`src/uff_params.svh`:
```
// uff_params.svh: offsets, field positions, reset values and counts of the serial channel
// assumes: included by uff_pkg and uff_channel; no process lives here
`ifndef UFF_PARAMS_SVH
`define UFF_PARAMS_SVH
// ==========================================================
// register byte offsets
`define UFF_A_DATA  8'h00
`define UFF_A_IEN   8'h04
`define UFF_A_ISTA  8'h08
`define UFF_A_LCTL  8'h0c
`define UFF_A_MCTL  8'h10
`define UFF_A_LSTA  8'h14
`define UFF_A_ENH   8'h18
`define UFF_A_XON1  8'h1c
`define UFF_A_XON2  8'h20
`define UFF_A_XOFF1 8'h24
`define UFF_A_XOFF2 8'h28
`define UFF_A_DIV   8'h2c
// ==========================================================
// field positions
`define UFF_IE_RX    0
`define UFF_IE_TX    1
`define UFF_IE_XOFF  5
`define UFF_IE_RTS   6
`define UFF_IE_CTS   7
`define UFF_MC_RTS   1
`define UFF_FC_EN    0
`define UFF_FC_TRIG  6
`define UFF_LC_WL    0
`define UFF_EH_SWRX  0
`define UFF_EH_DBL   1
`define UFF_EH_AXOFF 2
`define UFF_EH_IEN   4
`define UFF_EH_SPC   5
`define UFF_EH_ARTS  6
`define UFF_EH_ACTS  7
`define UFF_TAG_POS  8
// ==========================================================
// sizes, counts and reset values
`define UFF_DEPTH    5'd16
`define UFF_RXW      11
`define UFF_OVS      16
`define UFF_HALF     8
`define UFF_WL_MIN   5
`define UFF_TMO_WORDS 4
`define UFF_TMO_BITS 12
`define UFF_XOFF_CHARS 2
`define UFF_FRAME_EXTRA 2
`define UFF_DIV_RST  16'h0001
`define UFF_TRIG_0   5'd1
`define UFF_TRIG_1   5'd4
`define UFF_TRIG_2   5'd8
`define UFF_TRIG_3   5'd14
`define UFF_REL_0    5'd0
`define UFF_REL_1    5'd1
`define UFF_REL_2    5'd4
`define UFF_REL_3    5'd8
`endif

```
`src/uff_pkg.sv`:
```
// uff_pkg: state types of the serial channel
// assumes: uff_params.svh is on the include path
`include "uff_params.svh"
package uff_pkg;
  // ==========================================================
  // state machines
  typedef enum logic [3:0] {
    TX_IDLE  = 4'b0001,
    TX_START = 4'b0010,
    TX_DATA  = 4'b0100,
    TX_STOP  = 4'b1000
  } uff_tx_t;
  typedef enum logic [3:0] {
    RX_IDLE  = 4'b0001,
    RX_START = 4'b0010,
    RX_DATA  = 4'b0100,
    RX_STOP  = 4'b1000
  } uff_rx_t;
  // ==========================================================
  // whole state of the channel
  typedef struct packed {
    logic [7:0]                        ien, lctl, mctl, fctl, enh, xon1, xon2, xoff1, xoff2;
    logic [15:0]                       div, dcnt;
    logic                              tick;
    logic [`UFF_DEPTH-1:0][7:0]        txm;
    logic [`UFF_DEPTH-1:0][`UFF_RXW-1:0] rxm;
    logic [3:0]                        twp, trp, rwp, rrp, tph, rph;
    logic [4:0]                        tcnt, rcnt;
    uff_tx_t                           tst;
    uff_rx_t                           rxst;
    logic [7:0]                        tsh, rsh;
    logic [2:0]                        tbit, rbit;
    logic                              ovr, tmo, rtsok, halt, xoffh, xonh, xsent, fsel;
    logic [9:0]                        tmc, xdly;
    logic [1:0]                        stk, fpend;
    logic                              rxs1, rxs2, rxp, cts1, cts2, ctsp;
    logic                              txd, rts_n, irq, pready, pslverr;
    logic [31:0]                       prdata;
  } uff_st_t;
endpackage

```
`src/uff_channel.sv`:
```
// uff_channel: one serial channel with tx/rx fifos, hardware and software flow control
// assumes: apb master on pclk; rxd and cts_n come from the pins, asynchronous to pclk
//
// Decided for this implementation: the APB register port and the register offsets.
`include "uff_params.svh"

// Behaviour
// - tx fifo takes sixteen host bytes
// - tx holding empty flag when fifo empty
// - tx holding empty raises interrupt when enabled
// - tx empty flag needs fifo and shifter idle
// - start bit checked mid-bit, bits sampled centred
// - rx fifo sixteen entries, byte plus tags
// - host read pops, status shows tags of the head entry
// - rx ready interrupt at trigger level
// - timeout after four words plus twelve bits
// - auto rts needs enable and rts bit
// - rts rising edge sets modem interrupt
// - rts drops at upper, returns at lower
// - auto cts gates the transmitter
// - cts deassertion sets modem interrupt
// - cts stop after current stop bit
// - xoff match halts after current character
// - xoff sets flag, xon resumes, clears
// - reset zeroes characters, matches not stored
// - auto xoff sent two chars after trigger
// - xon sent at release level
// - special character stored, sets flag
// - compares use word length bits only
module uff_channel (
  input  wire logic        pclk,
  input  wire logic        presetn,
  input  wire logic        psel,
  input  wire logic        penable,
  input  wire logic        pwrite,
  input  wire logic [7:0]  paddr,
  input  wire logic [31:0] pwdata,
  output logic      [31:0] prdata,
  output logic             pready,
  output logic             pslverr,
  input  wire logic        rxd,
  input  wire logic        cts_n,
  output logic             txd,
  output logic             rts_n,
  output logic             irq
);
  uff_pkg::uff_st_t s;
  uff_pkg::uff_st_t n;
  logic       acc;
  logic       wr;
  logic       rd;
  logic       thre;
  logic       tpush;
  logic       tpop;
  logic       rpush;
  logic       rin;
  logic       rpop;
  logic       ev;
  logic       xf;
  logic       xn;
  logic       cgate;
  logic       first;
  logic [2:0] last;
  logic [2:0] tag;
  logic [2:0] tagv;
  logic [4:0] trg;
  logic [4:0] rel;
  logic [7:0] msk;
  logic [7:0] rc;
  logic [7:0] lst;
  logic [7:0] ist;
  logic [9:0] tlim;
  logic [9:0] xlim;

  // ==========================================================
  // helpers
  function automatic logic [7:0] wl_mask(input logic [1:0] wl);
    wl_mask = 8'hff >> (2'd3 - wl);
  endfunction

  function automatic logic [4:0] trig_lvl(input logic [1:0] sel, input logic rls);
    case (sel)
      2'd0:    trig_lvl = rls ? `UFF_REL_0 : `UFF_TRIG_0;
      2'd1:    trig_lvl = rls ? `UFF_REL_1 : `UFF_TRIG_1;
      2'd2:    trig_lvl = rls ? `UFF_REL_2 : `UFF_TRIG_2;
      default: trig_lvl = rls ? `UFF_REL_3 : `UFF_TRIG_3;
    endcase
  endfunction

  // ==========================================================
  // next state
  always_comb begin
    n     = s;
    acc   = psel & penable & s.pready;
    wr    = acc & pwrite;
    rd    = acc & ~pwrite;
    last  = 3'(`UFF_WL_MIN - 1) + {1'b0, s.lctl[`UFF_LC_WL +: 2]};
    msk   = wl_mask(s.lctl[`UFF_LC_WL +: 2]);
    tlim  = 10'((`UFF_TMO_WORDS * (`UFF_WL_MIN + s.lctl[`UFF_LC_WL +: 2]) + `UFF_TMO_BITS) * `UFF_OVS);
    xlim  = 10'(`UFF_XOFF_CHARS * (`UFF_WL_MIN + s.lctl[`UFF_LC_WL +: 2] + `UFF_FRAME_EXTRA) * `UFF_OVS);
    trg   = s.fctl[`UFF_FC_EN] ? trig_lvl(s.fctl[`UFF_FC_TRIG +: 2], 1'b0) : `UFF_TRIG_0;
    rel   = s.fctl[`UFF_FC_EN] ? trig_lvl(s.fctl[`UFF_FC_TRIG +: 2], 1'b1) : `UFF_REL_0;
    thre  = (s.tcnt == 5'd0);
    tag   = (s.rcnt != 5'd0) ? s.rxm[s.rrp][`UFF_TAG_POS +: 3] : 3'd0;
    lst   = {1'b0, thre & (s.tst == uff_pkg::TX_IDLE), thre, tag, s.ovr, s.rcnt != 5'd0};
    ist   = {2'b00, s.stk[1], s.stk[0], s.ien[`UFF_IE_RX] & s.tmo,
             s.ien[`UFF_IE_RX] & (s.rcnt >= trg),
             s.ien[`UFF_IE_TX] & thre, 1'b0};
    ist[0] = ~(|ist[5:1]);
    n.irq = |ist[5:1];
    tpush = 1'b0;
    tpop  = 1'b0;
    rpush = 1'b0;
    rpop  = 1'b0;
    ev    = 1'b0;
    xf    = 1'b0;
    xn    = 1'b0;
    first = (s.fpend == 2'd2) | ~s.enh[`UFF_EH_DBL];
    cgate = s.enh[`UFF_EH_ACTS] & s.cts2;
    rc    = s.rsh >> (2'd3 - s.lctl[`UFF_LC_WL +: 2]);
    tagv  = {~s.rxs2 & (rc == 8'h00), ~s.rxs2, 1'b0};

    // 16x sample clock enable
    n.tick = (s.dcnt == 16'h0000);
    n.dcnt = n.tick ? s.div - 16'h0001 : s.dcnt - 16'h0001;

    // apb slave: answer one cycle after setup
    n.pready  = psel & ~penable;
    n.pslverr = 1'b0;
    if (psel & ~penable) begin
      n.prdata = 32'h0000_0000;
      case (paddr)
        `UFF_A_DATA:  n.prdata = {24'h00_0000, s.rxm[s.rrp][7:0]};
        `UFF_A_IEN:   n.prdata = {24'h00_0000, s.ien};
        `UFF_A_ISTA:  n.prdata = {24'h00_0000, ist};
        `UFF_A_LCTL:  n.prdata = {24'h00_0000, s.lctl};
        `UFF_A_MCTL:  n.prdata = {24'h00_0000, s.mctl};
        `UFF_A_LSTA:  n.prdata = {24'h00_0000, lst};
        `UFF_A_ENH:   n.prdata = {24'h00_0000, s.enh};
        `UFF_A_XON1:  n.prdata = {24'h00_0000, s.xon1};
        `UFF_A_XON2:  n.prdata = {24'h00_0000, s.xon2};
        `UFF_A_XOFF1: n.prdata = {24'h00_0000, s.xoff1};
        `UFF_A_XOFF2: n.prdata = {24'h00_0000, s.xoff2};
        `UFF_A_DIV:   n.prdata = {16'h0000, s.div};
        default:      n.pslverr = 1'b1;
      endcase
    end
    if (wr) begin
      case (paddr)
        `UFF_A_DATA:  tpush = (s.tcnt != `UFF_DEPTH);
        `UFF_A_IEN:   n.ien = pwdata[7:0];
        `UFF_A_ISTA:  n.fctl = pwdata[7:0];
        `UFF_A_LCTL:  n.lctl = pwdata[7:0];
        `UFF_A_MCTL:  n.mctl = pwdata[7:0];
        `UFF_A_ENH:   n.enh = pwdata[7:0];
        `UFF_A_XON1:  n.xon1 = pwdata[7:0];
        `UFF_A_XON2:  n.xon2 = pwdata[7:0];
        `UFF_A_XOFF1: n.xoff1 = pwdata[7:0];
        `UFF_A_XOFF2: n.xoff2 = pwdata[7:0];
        `UFF_A_DIV:   n.div = pwdata[15:0];
        default:      n.div = s.div;
      endcase
    end
    if (rd & (paddr == `UFF_A_DATA)) rpop = (s.rcnt != 5'd0);
    // clears come first so that a same-cycle set wins
    if (rd & (paddr == `UFF_A_ISTA)) n.stk = 2'b00;
    if (rd & (paddr == `UFF_A_LSTA)) n.ovr = 1'b0;

    // receiver
    n.rxs1 = rxd;
    n.rxs2 = s.rxs1;
    n.rxp  = s.rxs2;
    n.cts1 = cts_n;
    n.cts2 = s.cts1;
    n.ctsp = s.cts2;
    if (s.tick & (s.rxst != uff_pkg::RX_IDLE)) n.rph = s.rph + 4'd1;
    case (s.rxst)
      uff_pkg::RX_IDLE: begin
        n.rph = 4'd0;
        if (s.rxp & ~s.rxs2) n.rxst = uff_pkg::RX_START;
      end
      uff_pkg::RX_START: begin
        if (s.tick & (s.rph == 4'(`UFF_HALF - 1))) begin
          n.rph  = 4'd0;
          n.rbit = 3'd0;
          n.rxst = s.rxs2 ? uff_pkg::RX_IDLE : uff_pkg::RX_DATA;
        end
      end
      uff_pkg::RX_DATA: begin
        if (s.tick & (s.rph == 4'(`UFF_OVS - 1))) begin
          n.rsh  = {s.rxs2, s.rsh[7:1]};
          n.rbit = s.rbit + 3'd1;
          if (s.rbit == last) n.rxst = uff_pkg::RX_STOP;
        end
      end
      uff_pkg::RX_STOP: begin
        if (s.tick & (s.rph == 4'(`UFF_OVS - 1))) begin
          ev     = 1'b1;
          n.rxst = uff_pkg::RX_IDLE;
        end
      end
      default: n.rxst = uff_pkg::RX_IDLE;
    endcase

    // flow characters and special character on each received character
    if (ev) begin
      rpush = 1'b1;
      if (s.enh[`UFF_EH_SWRX] & s.rxs2) begin
        xf = s.enh[`UFF_EH_DBL] ? s.xoffh & (rc == (s.xoff2 & msk)) : (rc == (s.xoff1 & msk));
        xn = s.enh[`UFF_EH_DBL] ? s.xonh & (rc == (s.xon2 & msk)) : (rc == (s.xon1 & msk));
        n.xoffh = s.enh[`UFF_EH_DBL] & ~xf & ~xn & (rc == (s.xoff1 & msk));
        n.xonh  = s.enh[`UFF_EH_DBL] & ~xf & ~xn & (rc == (s.xon1 & msk));
        if (xf | xn | n.xoffh | n.xonh) rpush = 1'b0;
        if (xf) begin
          n.halt = 1'b1;
          if (s.ien[`UFF_IE_XOFF]) n.stk[0] = 1'b1;
        end
        if (xn) begin
          n.halt   = 1'b0;
          n.stk[0] = 1'b0;
        end
      end else begin
        n.xoffh = 1'b0;
        n.xonh  = 1'b0;
      end
      if (s.enh[`UFF_EH_SPC] & rpush & (rc == (s.xoff2 & msk))) n.stk[0] = 1'b1;
    end

    // receive fifo
    rin = rpush & (s.rcnt != `UFF_DEPTH);
    if (rpush & ~rin) n.ovr = 1'b1;
    if (rin) begin
      n.rxm[s.rwp] = {tagv, rc};
      n.rwp        = s.rwp + 4'd1;
    end
    if (rpop) n.rrp = s.rrp + 4'd1;
    n.rcnt = s.rcnt + 5'(rin) - 5'(rpop);

    // receive time-out
    if ((s.rcnt == 5'd0) | rpop) begin
      n.tmc = 10'd0;
      n.tmo = 1'b0;
    end else if (rin) begin
      n.tmc = 10'd0;
    end else if (s.tick & ~s.tmo) begin
      n.tmc = s.tmc + 10'd1;
      if (s.tmc == tlim - 10'd1) n.tmo = 1'b1;
    end

    // hardware flow control
    if (s.rcnt >= trg) n.rtsok = 1'b0;
    else if (s.rcnt <= rel) n.rtsok = 1'b1;
    n.rts_n = ~(s.mctl[`UFF_MC_RTS] & (~s.enh[`UFF_EH_ARTS] | s.rtsok));
    if (~s.rts_n & n.rts_n & s.ien[`UFF_IE_RTS] & s.enh[`UFF_EH_IEN]) n.stk[1] = 1'b1;
    if (s.cts2 & ~s.ctsp & s.ien[`UFF_IE_CTS] & s.enh[`UFF_EH_IEN]) n.stk[1] = 1'b1;

    // automatic xoff / xon transmission
    if (~s.enh[`UFF_EH_AXOFF]) begin
      n.xsent = 1'b0;
      n.xdly  = 10'd0;
    end else if (~s.xsent) begin
      if (s.rcnt < trg) begin
        n.xdly = 10'd0;
      end else if (s.tick) begin
        n.xdly = s.xdly + 10'd1;
        if (s.xdly == xlim - 10'd1) begin
          n.xsent = 1'b1;
          n.xdly  = 10'd0;
          n.fsel  = 1'b1;
          n.fpend = s.enh[`UFF_EH_DBL] ? 2'd2 : 2'd1;
        end
      end
    end else if (s.rcnt <= rel) begin
      n.xsent = 1'b0;
      n.fsel  = 1'b0;
      n.fpend = s.enh[`UFF_EH_DBL] ? 2'd2 : 2'd1;
    end

    // transmitter; a new character only starts from idle, so gating waits for the stop bit
    if (s.tick & (s.tst != uff_pkg::TX_IDLE)) n.tph = s.tph + 4'd1;
    case (s.tst)
      uff_pkg::TX_IDLE: begin
        if (s.tick & ~cgate) begin
          if (s.fpend != 2'd0) begin
            n.tsh   = s.fsel ? (first ? s.xoff1 : s.xoff2) : (first ? s.xon1 : s.xon2);
            n.fpend = s.fpend - 2'd1;
            n.tst   = uff_pkg::TX_START;
          end else if ((s.tcnt != 5'd0) & ~(s.enh[`UFF_EH_SWRX] & s.halt)) begin
            n.tsh = s.txm[s.trp];
            tpop  = 1'b1;
            n.tst = uff_pkg::TX_START;
          end
          n.txd = (n.tst == uff_pkg::TX_IDLE);
          n.tph = 4'd0;
        end
      end
      uff_pkg::TX_START: begin
        if (s.tick & (s.tph == 4'(`UFF_OVS - 1))) begin
          n.tst  = uff_pkg::TX_DATA;
          n.tbit = 3'd0;
          n.txd  = s.tsh[0];
        end
      end
      uff_pkg::TX_DATA: begin
        if (s.tick & (s.tph == 4'(`UFF_OVS - 1))) begin
          n.tbit = s.tbit + 3'd1;
          n.tsh  = {1'b1, s.tsh[7:1]};
          n.txd  = s.tsh[1];
          if (s.tbit == last) begin
            n.tst = uff_pkg::TX_STOP;
            n.txd = 1'b1;
          end
        end
      end
      uff_pkg::TX_STOP: begin
        if (s.tick & (s.tph == 4'(`UFF_OVS - 1))) n.tst = uff_pkg::TX_IDLE;
      end
      default: n.tst = uff_pkg::TX_IDLE;
    endcase

    // transmit fifo
    if (tpush) begin
      n.txm[s.twp] = pwdata[7:0];
      n.twp        = s.twp + 4'd1;
    end
    if (tpop) n.trp = s.trp + 4'd1;
    n.tcnt = s.tcnt + 5'(tpush) - 5'(tpop);
  end

  // ==========================================================
  // state register
  always_ff @(posedge pclk or negedge presetn) begin
    if (!presetn) begin
      s       <= '0;
      s.div   <= `UFF_DIV_RST;
      s.tst   <= uff_pkg::TX_IDLE;
      s.rxst  <= uff_pkg::RX_IDLE;
      s.txd   <= 1'b1;
      s.rts_n <= 1'b1;
      s.rtsok <= 1'b1;
      s.rxs1  <= 1'b1;
      s.rxs2  <= 1'b1;
      s.rxp   <= 1'b1;
      s.cts1  <= 1'b1;
      s.cts2  <= 1'b1;
      s.ctsp  <= 1'b1;
    end else begin
      s <= n;
    end
  end

  assign prdata  = s.prdata;
  assign pready  = s.pready;
  assign pslverr = s.pslverr;
  assign txd     = s.txd;
  assign rts_n   = s.rts_n;
  assign irq     = s.irq;
endmodule

```
`config.mk`:
```
export PLATFORM = sky130hd
export DESIGN_NAME = uff_channel
export DESIGN_NICKNAME = d
export VERILOG_FILES = /design/src/uff_pkg.sv /design/src/uff_channel.sv
export VERILOG_INCLUDE_DIRS = /design/src
export SDC_FILE = /design/constraint.sdc
export NUM_CORES = 1
export LEC_CHECK = 0
export BUFFER_PORTS_ARGS = -buffer_cell sky130_fd_sc_hd__buf_2
export CAP_MARGIN = 20
export CORE_UTILIZATION = 45
export DETAILED_ROUTE_END_ITERATION = 8
export GPL_TIMING_DRIVEN = 1
export PLACE_DENSITY_LB_ADDON = 0.1
export SLEW_MARGIN = 20
export SYNTH_ARGS = -nofsm -noshare
export SYNTH_HDL_FRONTEND = slang
export SYNTH_SLANG_ARGS = --single-unit
```
`constraint.sdc`:
```
create_clock -name pclk -period 6.8 [get_ports pclk]
set_input_delay 0.34 -clock pclk [delete_from_list [all_inputs] [get_ports pclk]]
set_output_delay 0.34 -clock pclk [all_outputs]
set_load 0.01 [all_outputs]
```
==> results.toml, run 1 <==
[worst_setup_path]
crit_chain = "buf_12, mux2i_4, mux2i_2, nor2b_1, or4_1, or4_1, a41o_2, and2_1, inv_1, ha_1, inv_1, ha_1, fa_1, a21oi_1, nor2_1, nor2_1, xnor2_1"
crit_path_max_fanout = 23
crit_path_end_kind = "flop"
cp_slowest_cell = "dfrtp_1"
cp-startpoint = "s[532]"
arrival_ps = 6120
r2r-start = "s[532]"
path_buf_inv = 3
critPathTopFamily = "simple AND/OR/NAND/NOR gates"
path_class = "reg -> reg"
cpPeakStageDelay_ps = 600
crit_path_start_kind = "flop"
required_ps = 7340

[die]
die_y_um = 242.7
die_width_um = 242.7
start_util = 0.4590
fp.dieArea_mm2 = 0.05893
core_area_mm2 = 0.05682
num_rows = 87
ios = 84

[min_path]
hold_class = "in -> reg"
min_from = "paddr[6]"

[clock_network]
cts_buffers = 56
clock_latency_ps = 610
cts_buffer_depth = 3
cts-root-buf = "clkbuf_16"
path_clk_slew_ps = 60
cts_tree = "yes"
htreeDepth = 2
cts.sinks = 511
postCtsSetupBuffers = 0
cts_resized = 0

[placed_design]
dp_hpwl_um = 46320
dp_cells = 2816
io_buffers = 51
gp_congestion = 0.9043

[route]
drtIter0Drc = 1449
drt_wl_total_um = 68750
antenna_left = 0
first_pass_iters = 5
routed_via_density = 5.884
wl_per_cell_um = 23.42
num_vias = 17270
drc_errors = 0

[global_routing]
use_met1 = 0.3588
overflow = 0
grt_max_degree = 169
grt_util_met3 = 0.04301
grt_pass1_wl_um = 107300
grt_usage = 0.2379
met2_usage = 0.3492
busiest_layer = "met1"
grt_pass1_vias = 17240
antenna_found_initial = 2

[logic_synthesis]
synth-edff-count = 0
ys_ff_latch = 511
synth.distinct_cells = 75
synth.avg_cell_area_um2 = 12.35
synth_cells = 2112
synth_most_common_cell = "dfrtp_1"
yosys.area.top_type = "dfrtp_1"
yosys-top-cells-count = "499 x dfrtp_1, 353 x mux2_2, 132 x nand2_1"
ys.flop_type = "dfrtp_1"
synth_area_leaders = "dfrtp_1 48%, mux2_2 15%, mux4_2 6.9%"
synthArstFlopShare = 1.000
syn_area_mm2 = 0.02608
synth_top_area_frac = 0.4788
ys_seq_area_frac = 0.4909
yosys_warnings = 0

[timing]
hold_violations = 0
fmax_mhz = 179.0
slew_headroom = 0.3032
skew_ps = 19.74
min_period_over_period = 0.8217
final.min_clock_period_ps = 5587
drv_slew = 0
rsz0062_at_grt = "false"
finalSetupTns_ps = 0
setup_viol = 0
tightest_slew_ps = 1025

[final_layout]
drive_gt1_frac = 0.3011
diodes = 0
instances_no_fill = 2935
final_nets = 2220
areaGrowthSynthToFinish_pct = 11.11

[job]
drv_cap = 0

[pwr]
p_leak_nw = 13.41
power_density_mw_per_mm2 = 232.8
max-vdd-ir-drop_mv = 0.1797

[outcome]
status = "complete, no violations"
[layout make-up]
| cell class | instances | area (um^2) |
|---|---|---|
| clock buffer | 89 | 1708 |
| clock inverter | 17 | 256.5 |
| fill | 4981 | 27840 |
| inverter | 64 | 240.2 |
| multi-input combinational | 1407 | 12400 |
| sequential | 511 | 12810 |
| tap | 756 | 945.9 |
| timing repair buffer | 91 | 623.1 |
[what timing repair did]
item,4_1_cts,5_1_grt
setup endpoints to repair,0,0
endpoints found under the hold margin,103,0
hold buffers,13,0
[layer usage]
metal  vias up  share of wire
li1       7754              -
met1      8945           0.48
met2       477           0.44
met3        93          0.059
met4         2          0.025
met5         -        0.00012
[power breakdown]
| part | switching [mW] | total [mW] | internal (mW) |
|---|---|---|---|
| Sequential | 0.0548 | 3.14 | 3.09 |
| Combinational | 0.242 | 0.381 | 0.140 |
| Clock | 1.27 | 3.22 | 1.95 |
[worst paths after layout]
kind                           end  slack (ps)  depth (start not counted)
max                         s[109]        1210                         17
min                        pslverr          40                          3
max reg2reg                 s[109]        1210                         17
min reg2reg                  n[40]         360                          0
max in group asynchronous   s[124]        4890                          3
min in group asynchronous   s[156]         380                          2
[cell usage in the layout, fill, tap and decap left out, types with 22 or more instances in the layout]
master / netlist / layout
dfrtp_1: 499 / 496
buf_2: 7 / 50
clkbuf_16: 0 / 58
ha_1: 40 / 40
mux2i_1: 51 / 50
xor2_1: 28 / 28
nor3_1: 31 / 31
xnor2_1: 56 / 56
o21ai_0: 77 / 76
and3_1: 22 / 22
nand2_1: 132 / 132
inv_1: 64 / 64
mux4_2: 80 / 80
nand2b_1: 22 / 22
mux2_2: 353 / 353
nand3_1: 44 / 44
a21oi_1: 67 / 67
buf_4: 32 / 25
nor2_1: 83 / 82
[state kept, by name, indices dropped and copies added (netlist names)]
signal / flops
irq: 1
ist: 2
lst: 1
n: 4
prdata: 16
pready: 1
pslverr: 1
rts_n: 1
s: 483
txd: 1
[metrics by stage]
step | hold slack [ps] | total power [mW] | worst slack [ps] | util | instance area, um^2
floorplan | 44.41 | 3.424 | 2224 | - | 26140
global placement | 345.6 | 3.564 | 1272 | 0.4730 | 26880
detailed placement | 349.0 | 3.577 | 1259 | 0.4731 | 26880
finish | 38.00 | 6.745 | 1213 | 0.5100 | 28980
CTS | 9.224 | 6.821 | 1241 | 0.5099 | 28980
global route | 27.68 | 6.997 | 884.7 | 0.5100 | 28980
[worst reg2reg max path: stages, from the launching register on]
cell	delay [ps]
dfrtp_1	600
buf_12	270
mux2i_4	480
mux2i_2	400
nor2b_1	250
or4_1	450
or4_1	600
a41o_2	590
and2_1	520
inv_1	150
ha_1	140
inv_1	40
ha_1	200
fa_1	410
a21oi_1	140
nor2_1	60
nor2_1	110
xnor2_1	120
[cell families (layout without fill, tap and decap cells)]
| kind of cell | count (synthesis) | in the layout | synth area share |
|---|---|---|---|
| xor+xnor | 84 | 84 | 0.02821 |
| flops | 511 | 511 | 0.4909 |
| other cells | 1 | 16 | 0.0001438 |
| compound gates | 301 | 301 | 0.07599 |
| mux | 498 | 498 | 0.2482 |
| fa+ha+maj | 42 | 42 | 0.02072 |
| buf+inv | 209 | 261 | 0.03646 |
| simple gates | 466 | 466 | 0.09945 |
(Power assumes the default switching activity.)
==> inputs of run 2 (changes only) <==
==> constraint.sdc (replaced) <==
create_clock -name pclk -period 5.6 [get_ports pclk]
set_input_delay 0.28 -clock pclk [delete_from_list [all_inputs] [get_ports pclk]]
set_output_delay 0.28 -clock pclk [all_outputs]
set_load 0.01 [all_outputs]
==> results.toml, run 2 (same netlist as run 1, synthesis figures left out) <==
[clock_network]
clock_latency_ps = 620
cts-root-buf = "clkbuf_16"
htreeDepth = 2
hold_buffers = 14
cts.sinks = 511
postCtsSetupBuffers = 0
cts_buffer_depth = 3
cts_tree = "yes"
cts_resized = 0
path_clk_slew_ps = 60
cts_buffers = 56

[global_routing]
grt_util_met3 = 0.05119
use_met1 = 0.3554
grt_pass1_vias = 17680
grt_pass1_wl_um = 108200
grt_usage = 0.2398
met2_usage = 0.3566
antenna_found_initial = 1
overflow = 0
busiest_layer = "met2"
grt_max_degree = 145

[timing]
final.min_clock_period_ps = 4833
hold_violations = 0
drv_slew = 0
tightest_slew_ps = 1129
skew_ps = 28.46
fmax_mhz = 206.9
rsz0062_at_grt = "false"
finalSetupTns_ps = 0
setup_viol = 0
min_period_over_period = 0.8631
slew_headroom = 0.2448

[job]
drv_cap = 0

[worst_setup_path]
r2r_slack_ps = 770
required_ps = 6140
crit_path_end_kind = "flop"
path_class = "reg -> reg"
arrival_ps = 5370
crit_path_start_kind = "flop"
crit_path_max_fanout = 14

[die]
ios = 84
num_rows = 87
die_width_um = 242.7
die_y_um = 242.7
start_util = 0.4590
fp.dieArea_mm2 = 0.05893
core_area_mm2 = 0.05682

[pwr]
power_mw = 7.965
p_comb_frac = 0.059
pwr-share-clk = 0.462
seq_power_share = 0.479
power_density_mw_per_mm2 = 275.1
internal_power_mw = 6.077
power_switching_mw = 1.888
netSwitchingFraction = 0.2371
max-vdd-ir-drop_mv = 0.2828
p_leak_nw = 13.44

[final_layout]
final_common_cell = "dfrtp_1"
areaGrowthSynthToFinish_pct = 11.00
final_nets = 2232
fin_area_mm2 = 0.02895
largest_reg_flops = 483
layout_common_cells = "496 x dfrtp_1, 353 x mux2_2, 132 x nand2_1"
diodes = 0
drive_gt1_frac = 0.3035
largest-register = "s"

[outcome]
status = "complete, no violations"

[route]
first_pass_iters = 7
wl_per_cell_um = 23.50
antenna_left = 0
routed_via_density = 5.842
drtIter0Drc = 1415
num_vias = 17200
drt_wl_total_um = 69200
drc_errors = 0

[placed_design]
placed_cell_area_mm2 = 0.02697
gp_congestion = 0.9160
io_buffers = 51
dp_hpwl_um = 46950

[min_path]
hold_class = "in -> reg"
[run 2: cell count changes in the layout (fill, tap and decap cells not counted), sizes merged]
| cell | change |
|---|---|
| buf | +11 |
| bufinv | -3 |
| clkbuf | -5 |
| clkinv | +7 |
| clkinvlp | -4 |
| dlygate4sd3 | +1 |
| inv | +2 |
[run 2: routing by layer]
metal,routed length (um),vias to the layer above
met2,30310,465
li1,-,7761
met5,11,-
met3,4530,91
met1,32760,8881
met4,1586,2
[run 2: path summary, 6_finish.rpt]
kind	startpoint	cells after the start	to
min in group asynchronous	presetn	2	s[145]
setup / recovery	s[532]	20	s[109]
max in group asynchronous	presetn	3	s[320]
hold / removal	pwrite	4	lst[1]
setup reg to reg	s[532]	20	s[109]
hold reg to reg	n[38]	0	n[37]
[run 2: power by group through the flow]
stage	sequential [mW]	combinational, mW	clock (mW)
4_1_cts	3.82	0.475	3.78
2_1_floorplan	3.85	0.305	0
3_5_place_dp	3.88	0.463	0
6_report	3.82	0.469	3.68
3_3_place_gp	3.88	0.449	0
5_1_grt	3.82	0.534	3.92
[run 2: cell type report]
| class | count | area [um^2] |
|---|---|---|
| Clock buffer | 84 | 1637 |
| Clock inverter | 19 | 200.2 |
| Fill cell | 5052 | 27870 |
| Inverter | 64 | 240.2 |
| Multi-Input combinational cell | 1407 | 12390 |
| Sequential cell | 511 | 12810 |
| Tap cell | 756 | 945.9 |
| Timing Repair Buffer | 103 | 728.2 |
[run 2: critical path, cell delays in order (launching register included)]
cell,delay [ps]
dfrtp_1,710
inv_1,90
buf_4,190
ha_1,210
buf_4,170
nor2b_1,290
nor2_1,90
a211oi_1,170
o21ai_0,90
or4b_2,730
a41o_2,270
and2_1,370
inv_1,130
ha_1,140
inv_1,40
ha_1,200
fa_1,400
a21oi_1,150
nor2_1,50
nor2_1,120
xnor2_1,130
[run 2: stage by stage]
step	instances	hold WS [ps]	worst slack [ps]	util
2_1_floorplan	2127	-15.59	1024	-
3_3_place_gp	2827	346.1	776.0	0.4747
3_5_place_dp	2827	347.5	775.1	0.4747
4_1_cts	2944	170.9	747.3	0.5095
5_1_grt	2944	227.6	359.1	0.5095
6_report	2944	227.0	766.5	0.5095
